[src/core/brs_regs.svh]
// Purpose: constants of the burst read address sequencer
// Assumes: word addressing, 16-bit configuration words
// Notes:   field positions index the two configuration words
`ifndef BRS_REGS_SVH
`define BRS_REGS_SVH

// configuration word selectors
`define BRS_SEL_CFG0        1'h0
`define BRS_SEL_CFG1        1'h1

// reset values
`define BRS_CFG0_RESET      16'h2FC8
`define BRS_CFG1_RESET      16'h0001

// field positions in configuration word zero
`define BRS_MODE_LSB        0
`define BRS_WRAP_BIT        3
`define BRS_RDY_WITH_DATA   8
`define BRS_RDY_POL_BIT     10
`define BRS_WAIT_LSB        11
// wait-state code msb sits in word one
`define BRS_WAIT_HI_BIT     0

// burst mode codes
`define BRS_MODE_CONT       3'h0
`define BRS_MODE_LIN8       3'h2
`define BRS_MODE_LIN16      3'h3
`define BRS_MODE_LIN32      3'h4

// line size in words and address bits, then wait-state counts
`define BRS_LINE_WORDS      128
`define BRS_LINE_BITS       7
`define BRS_WAIT_REF        9
`define BRS_WAIT_LOW_MAX    6
`define BRS_WAIT_LOW_ADD    2

`endif

[src/core/brs_pkg.sv]
// Purpose: shared types of the burst read address sequencer
// Assumes: nothing beyond the constants header
// Notes:   the wide state record lives in the top module, its width is a parameter
package brs_pkg;

    typedef enum logic [2:0] {
        BRS_IDLE,
        BRS_BURST,
        BRS_STATUS
    } brs_state_type;

    typedef struct packed {
        logic [15:0] cfg0;
        logic [15:0] cfg1;
        logic [15:0] readData;
    } brs_cfg_type;

endpackage : brs_pkg

[src/core/brs_cfg_if.sv]
// Purpose: carrier between sequencer and configuration store
// Assumes: one clock
// Notes:   the store answers reads one cycle later
`timescale 1ns/100ps
interface brs_cfg_if;
    logic        writeEn;
    logic        writeSel;
    logic [15:0] writeData;
    logic        readEn;
    logic        readSel;
    logic [15:0] readData;
    logic [15:0] cfg0;
    logic [15:0] cfg1;

    modport store (
        input  writeEn, writeSel, writeData, readEn, readSel,
        output readData, cfg0, cfg1
    );
    modport user (
        output writeEn, writeSel, writeData, readEn, readSel,
        input  readData, cfg0, cfg1
    );
endinterface : brs_cfg_if

[src/core/brs_cfg_regs.sv]
// Purpose: the two configuration words with registered read-back
// Assumes: writes come from the decoded set-configuration command
// Notes:   reset restores the defaults
`timescale 1ns/100ps
`include "brs_regs.svh"
module brs_cfg_regs
    import brs_pkg::*;
(
    // clock and reset
    input wire logic clk,
    input wire logic reset,
    // configuration access
    brs_cfg_if.store cfg
);
    brs_cfg_type s;
    brs_cfg_type next_s;

    always_comb begin
        next_s = s;
        if (cfg.writeEn && cfg.writeSel == `BRS_SEL_CFG0) begin
            next_s.cfg0 = cfg.writeData;
        end
        if (cfg.writeEn && cfg.writeSel == `BRS_SEL_CFG1) begin
            next_s.cfg1 = cfg.writeData;
        end
        if (cfg.readEn) begin
            next_s.readData = (cfg.readSel == `BRS_SEL_CFG1) ? s.cfg1 : s.cfg0;
        end
    end

    always_ff @(posedge clk or posedge reset) begin
        if (reset) begin
            s.cfg0     <= `BRS_CFG0_RESET;
            s.cfg1     <= `BRS_CFG1_RESET;
            s.readData <= 16'h0000;
        end else begin
            s <= next_s;
        end
    end

    assign cfg.cfg0     = s.cfg0;
    assign cfg.cfg1     = s.cfg1;
    assign cfg.readData = s.readData;
endmodule : brs_cfg_regs

[src/core/brs_sequencer.sv]
// Purpose: burst read address sequencing for a multiplexed-bus flash
// Assumes: host drives clk, chipSelectN, addr_valid_strobe_n and resetPinN synchronous to clk
// Notes:   array data path lives outside; this block emits word addresses and ready
`timescale 1ns/100ps
`include "brs_regs.svh"
module brs_sequencer
    import brs_pkg::*;
#(
    parameter int ADDR_W    = 24,
    parameter int BANK_BITS = 4
) (
    // clock and reset
    input  wire logic                    clk,
    input  wire logic                    reset,
    // host burst pins
    input  wire logic                    chipSelectN,
    input  wire logic                    addr_valid_strobe_n,
    input  wire logic                    resetPinN,
    input  wire logic [ADDR_W-1:0]       startAddr,
    // bank activity from the array controller
    input  wire logic [2**BANK_BITS-1:0] bankBusy,
    // configuration commands
    input  wire logic                    cfgWriteEn,
    input  wire logic                    cfgWriteSel,
    input  wire logic [15:0]             cfgWriteData,
    input  wire logic                    cfgReadEn,
    input  wire logic                    cfgReadSel,
    output logic      [15:0]             cfgReadData,
    // burst outputs
    output logic      [ADDR_W-1:0]       wordAddr,
    output logic                         wordValid,
    output logic                         readyOut,
    output logic                         statusOut
);
    // one record holds every register of the sequencer outside the configuration store
    typedef struct packed {
        brs_state_type     state;
        logic [ADDR_W-1:0] addr;
        logic [2:0]        mode;
        logic              wrap;
        logic [5:0]        wordsLeft;
        logic [3:0]        waitCnt;
        logic [3:0]        extraWs;
        logic [ADDR_W-1:0] wordAddr;
        logic              wordValid;
        logic              readyOut;
        logic              statusOut;
    } brs_seq_type;

    brs_seq_type s;
    brs_seq_type next_s;
    brs_cfg_if   cfg ();

    brs_cfg_regs u_cfg_regs (
        .clk   (clk),
        .reset (reset),
        .cfg   (cfg.store)
    );

    assign cfg.writeEn   = cfgWriteEn;
    assign cfg.writeSel  = cfgWriteSel;
    assign cfg.writeData = cfgWriteData;
    assign cfg.readEn    = cfgReadEn;
    assign cfg.readSel   = cfgReadSel;
    assign cfgReadData   = cfg.readData;

    // cycles from address edge to first word; codes 6 and 7 are reserved
    function automatic logic [3:0] initLatency(input logic [3:0] code);
        if (code < 4'(`BRS_WAIT_LOW_MAX)) begin
            initLatency = 4'(code + 4'(`BRS_WAIT_LOW_ADD));
        end else begin
            initLatency = code;
        end
    endfunction : initLatency

    // 0 means continuous
    function automatic logic [5:0] burstLen(input logic [2:0] mode);
        case (mode)
            `BRS_MODE_LIN8:  burstLen = 6'h08;
            `BRS_MODE_LIN16: burstLen = 6'h10;
            `BRS_MODE_LIN32: burstLen = 6'h20;
            default:         burstLen = 6'h00;
        endcase
    endfunction : burstLen

    function automatic logic [BANK_BITS-1:0] bankOf(input logic [ADDR_W-1:0] a);
        bankOf = a[ADDR_W-1 -: BANK_BITS];
    endfunction : bankOf

    // one wait count per burst, fixed by the start offset at the take
    logic [3:0]        waitCode;
    logic [3:0]        latency;
    logic [4:0]        offsetSum;
    logic [5:0]        groupMask;
    logic [ADDR_W-1:0] nextAddr;
    logic              emit;
    logic              linearWrap;

    // host pins share clk with this block, so nothing synchronises them
    always_comb begin
        waitCode   = {cfg.cfg1[`BRS_WAIT_HI_BIT], cfg.cfg0[`BRS_WAIT_LSB +: 3]};
        latency    = initLatency(waitCode);
        offsetSum  = 5'(startAddr[2:0]) + 5'(latency);
        groupMask  = 6'(burstLen(s.mode) - 6'h01);
        linearWrap = s.wrap && burstLen(s.mode) != 6'h00;
        emit       = s.state == BRS_BURST && s.waitCnt == 4'h0;
        if (linearWrap) begin
            nextAddr = (s.addr & ~ADDR_W'(groupMask)) | (ADDR_W'(s.addr + 1'b1) & ADDR_W'(groupMask));
        end else begin
            nextAddr = ADDR_W'(s.addr + 1'b1);
        end

        next_s           = s;
        next_s.wordValid = 1'b0;

        // ending the burst outranks a strobe in the same cycle
        if (!resetPinN || chipSelectN) begin
            next_s.state     = BRS_IDLE;
            next_s.statusOut = 1'b0;
        end else if (!addr_valid_strobe_n) begin
            next_s.state     = BRS_BURST;
            next_s.addr      = startAddr;
            next_s.mode      = cfg.cfg0[`BRS_MODE_LSB +: 3];
            next_s.wrap      = cfg.cfg0[`BRS_WRAP_BIT];
            next_s.wordsLeft = burstLen(cfg.cfg0[`BRS_MODE_LSB +: 3]);
            next_s.waitCnt   = 4'(latency - 4'h1);
            next_s.statusOut = 1'b0;
            // later offsets in the first octet pay more at the line edge
            if (offsetSum > 5'(`BRS_WAIT_REF)) begin
                next_s.extraWs = 4'(offsetSum - 5'(`BRS_WAIT_REF));
            end else begin
                next_s.extraWs = 4'h0;
            end
        end else begin
            case (s.state)
                BRS_BURST: begin
                    if (!emit) begin
                        next_s.waitCnt = 4'(s.waitCnt - 4'h1);
                    end else begin
                        next_s.wordValid = 1'b1;
                        next_s.wordAddr  = s.addr;
                        next_s.addr      = nextAddr;
                        if (s.wordsLeft != 6'h00) begin
                            next_s.wordsLeft = 6'(s.wordsLeft - 6'h01);
                        end
                        // the last word of the old bank still goes out beside the status flag
                        if (s.wordsLeft == 6'h01) begin
                            next_s.state = BRS_IDLE;
                        end else if (!linearWrap && bankOf(nextAddr) != bankOf(s.addr)
                                     && bankBusy[bankOf(nextAddr)]) begin
                            next_s.state     = BRS_STATUS;
                            next_s.statusOut = 1'b1;
                        end else if (!linearWrap && nextAddr[`BRS_LINE_BITS-1:0] == '0) begin
                            next_s.waitCnt = s.extraWs;
                        end
                    end
                end
                // clocks ignored until the host strobes a new address
                BRS_STATUS: next_s.state = BRS_STATUS;
                BRS_IDLE:   next_s.state = BRS_IDLE;
                default:    next_s.state = BRS_IDLE;
            endcase
        end

        // ready early means one cycle ahead of the word
        if (cfg.cfg0[`BRS_RDY_WITH_DATA]) begin
            next_s.readyOut = next_s.wordValid;
        end else begin
            next_s.readyOut = next_s.state == BRS_BURST && next_s.waitCnt == 4'h0;
        end
        if (!cfg.cfg0[`BRS_RDY_POL_BIT]) begin
            next_s.readyOut = ~next_s.readyOut;
        end
    end

    // the pin reset ends bursts only; configuration keeps its words
    always_ff @(posedge clk or posedge reset) begin
        if (reset) begin
            s.state     <= BRS_IDLE;
            s.addr      <= '0;
            s.mode      <= `BRS_MODE_CONT;
            s.wrap      <= 1'b0;
            s.wordsLeft <= 6'h00;
            s.waitCnt   <= 4'h0;
            s.extraWs   <= 4'h0;
            s.wordAddr  <= '0;
            s.wordValid <= 1'b0;
            s.readyOut  <= 1'b0;
            s.statusOut <= 1'b0;
        end else begin
            s <= next_s;
        end
    end

    // every burst output straight from the record
    assign wordAddr  = s.wordAddr;
    assign wordValid = s.wordValid;
    assign readyOut  = s.readyOut;
    assign statusOut = s.statusOut;
endmodule : brs_sequencer

[config.mk]
export PLATFORM = sky130hd
export DESIGN_NAME = brs_sequencer
export DESIGN_NICKNAME = d
export VERILOG_FILES = /design/src/core/brs_pkg.sv /design/src/core/brs_cfg_if.sv /design/src/core/brs_cfg_regs.sv /design/src/core/brs_sequencer.sv
export VERILOG_INCLUDE_DIRS = /design/src /design/src/core
export SDC_FILE = /design/constraint.sdc
export NUM_CORES = 1
export LEC_CHECK = 0
export BUFFER_PORTS_ARGS = -buffer_cell sky130_fd_sc_hd__buf_2
export CAP_MARGIN = 30
export CORE_ASPECT_RATIO = 0.75
export CORE_MARGIN = 1
export CORE_UTILIZATION = 40
export CTS_CLUSTER_DIAMETER = 80
export DETAILED_ROUTE_END_ITERATION = 7
export SKIP_CTS_REPAIR_TIMING = 1
export SLEW_MARGIN = 25
export SYNTH_ARGS = -nofsm -noshare
export SYNTH_HDL_FRONTEND = slang
export SYNTH_SLANG_ARGS = --single-unit
[constraint.sdc]
create_clock -name clk -period 6.3 [get_ports clk]
set_clock_uncertainty 0.1 [all_clocks]
set_input_delay 0.63 -clock clk [delete_from_list [all_inputs] [get_ports clk]]
set_output_delay 0.63 -clock clk [all_outputs]
set_load 0.1 [all_outputs]
==> flow_summary.yaml <==
outcome:
  status: "complete, no violations"
worst_setup_path:
  reg2reg_depth: 11
  crit_fanout: 10
  critPathCaptureType: "flop"
  worst_ep_arrival_time_ns: 4.10
  crit_type: "reg2reg"
  start_kind: "flop"
  required_ns: 6.51
yosys:
  netlist_area_sq_mm: 0.007078
  synth_top_area_frac: 0.3924
  async_flop_share: 1.000
  syn_nets: 865
  yosys-top-cells-count: "120 x nand2_1, 111 x dfrtp_1, 64 x o21ai_0"
  ys_ff_latch: 120
  synth_area_leaders: "dfrtp_1 39%, nand2_1 6.4%, mux2_2 4.8%, o21ai_0 4.5%, a21oi_1 3.8%"
  ys_types: 85
  synth_most_common_cell: "nand2_1"
  ys_seq_area_frac: 0.4258
  syn_inst: 784
  yosysTopAreaCell: "dfrtp_1"
  synth_edf_count: 0
  yosysWarnings: 0
  avgSynthCellArea_sq_um: 9.028
  ys.flop_type: "dfrtp_1"
min_path:
  hp-class: "in2async"
die:
  die_h_microns: 117.2
  initial_core_util: 0.4143
  ios: 108
  rows: 41
  dieArea_sq_mm: 0.01824
  fp.dieW_microns: 155.6
  core_area_sq_mm: 0.01708
pwr:
  p_leak_nw: 3.727
  pwr-share-comb: 0.240
  irDropWorstVdd_v: 0.0002250
  switching_share: 0.3687
  power_frac_seq: 0.399
  total_power_mw: 2.505
  power_switching_uw: 923.5
  intPower_mw: 1.581
  p_clk_frac: 0.360
  power.density_mw_per_mm2: 306.0
clock_network:
  cts_tree: "done"
  path_clk_slew_ns: 0.06
  clockBufferDepth: 2
  htree_levels: 4
  insertion_delay_ns: 0.42
  cts.sinks: 120
  clockRootBuffer: "clkbuf_16"
  cts_buffers: 17
sta:
  slew_viol_final: 0
  fin_crit_sh: 0.6180
  setup_viol: 0
  relSlewSlack: 0.4883
  fin_ws_ns: 2.406
  fin_hold_ws_ns: 0.2304
  rsz0062_at_grt: "no"
  hold_viol_final: 0
  tns_ns: 0
  worst_slew_pin_slew_ns: 0.7657
  fmax_mhz: 256.8
  period_needed_ns: 3.894
final_layout:
  nFillCells: 1657
  areaGrowthSynthToFinish_pct: 15.64
  nets: 937
  antennaDiodeCount: 0
  drive_above_1_share: 0.2497
drt:
  drt-initial-drc-count: 630
  dr.pass1.iters: 5
  ant_nets: 0
  num_vias: 6126
  wl_microns: 19440
  drc: 0
  routedWlPerCell_microns: 17.60
  vias_per_cell: 5.544
global_routing:
  grt_max_degree: 76
  grt_pass1_wl_microns: 31010
  grt_pass1_vias: 5601
  antenna_found_initial: 0
  grt.overflow.total: 0
  grtUsageTotal: 0.2243
placement:
  port_buffers: 107
  dp_hpwl_microns: 14140
  gp_congestion: 0.9710
  dp_slack_ns: 2.550
job:
  drv_cap: 0
## worst max-delay path, cell delays in order (launching register included)
cell,delay (ns)
dfrtp_1,0.52
ha_1,0.37
nand2_1,0.16
nor4_1,0.66
a21o_1,0.34
nand3_1,0.13
a32oi_1,0.25
or4b_1,0.49
a31oi_1,0.15
o21ai_1,0.12
nor4_1,0.25
and4b_1,0.22
## metrics by stage
stage | cell area (sq um) | util | instances
after detailed placement | 7639 | 0.4472 | 1073
after floorplan | 7078 | - | 784
after CTS | 8183 | 0.4790 | 1105
after global routing | 8185 | 0.4792 | 1105
final | 8185 | 0.4792 | 1105
after global placement | 7624 | 0.4463 | 1072
## cells in the final DEF (no fill, tap or decap), types with 5 or more instances in the layout
master / n
o21ai_0: 63
nand2b_1: 8
nand4_1: 9
a22o_1: 5
and3_1: 6
a31oi_1: 5
a32oi_1: 10
or3_1: 5
and2_1: 5
clkbuf_16: 17
inv_6: 6
nand3_1: 21
nor3_1: 15
o31ai_1: 8
dfrtp_1: 111
xnor2_1: 9
nor2b_1: 5
a21oi_1: 54
dfstp_2: 9
xor2_1: 5
inv_1: 23
mux2_2: 30
buf_4: 6
nor4_1: 6
mux2i_1: 20
a21o_1: 5
nor2_1: 60
ha_1: 15
nand2_1: 120
buf_2: 107
## area by class of cell
class | count | area [sq um] | share of cell area
clock buffers | 18 | 429.2 | 0.05243
multi-input cells | 577 | 3633 | 0.4439
repair buffers | 114 | 595.6 | 0.07276
inverters | 26 | 102.6 | 0.01253
flip-flops and latches | 120 | 3014 | 0.3682
clock inverters | 14 | 115.1 | 0.01406
well taps | 236 | 295.3 | 0.03607
## per-layer routing
metal | vias to the layer above | wire (microns) | global-route usage
li1 | 2945 | - | -
met1 | 2907 | 10040 | 0.3550
met2 | 257 | 7430 | 0.2900
met3 | 17 | 1757 | 0.06001
met4 | 0 | 219 | 0.06340
met5 | - | 0 | 0
## state kept, by name, indices dropped and copies added (netlist names)
register	count
s	45
wordAddr	24
u_cfg_regs.cfg.cfg0	16
u_cfg_regs.cfg.cfg1	16
u_cfg_regs.cfg.readData	16
readyOut	1
statusOut	1
wordValid	1
## worst paths after layout
| path | endpoint | slack (ns) | from |
|---|---|---|---|
| setup / recovery | readyOut | 2.41 | s[45] |
| hold / removal | wordValid | 0.23 | reset |
| setup reg to reg | readyOut | 2.41 | s[45] |
| hold reg to reg | s[70] | 0.35 | s[71] |
| max in group asynchronous | s[34] | 4.80 | reset |
| min in group clk | u_cfg_regs.cfg.cfg0[0] | 0.33 | cfgWriteData[0] |
## power groups by stage
stage | Sequential (mW) | Clock [mW] | Combinational, mW
2_1_floorplan | 1.09 | 0 | 0.356
3_3_place_gp | 1.01 | 0 | 0.591
3_5_place_dp | 1.01 | 0 | 0.595
4_1_cts | 0.997 | 0.921 | 0.599
5_1_grt | 1.02 | 0.953 | 0.656
6_report | 1.00 | 0.902 | 0.602
## cells by family (layout without fill, tap and decap cells)
group                      count (synthesis)  in the layout  share of synthesized area
and+or+nand+nor                          301            301                     0.2137
AOI/OAI and AO/OA                        195            195                     0.1764
DFF                                      120            120                     0.4258
buffers and inverters                     87            172                    0.06081
muxes                                     50             50                    0.07601
adders and majority gates                 16             16                    0.02934
xor gates and xnor gates                  14             14                    0.01732
other                                      1              1                  0.0005298
(Power assumes the default switching activity.)
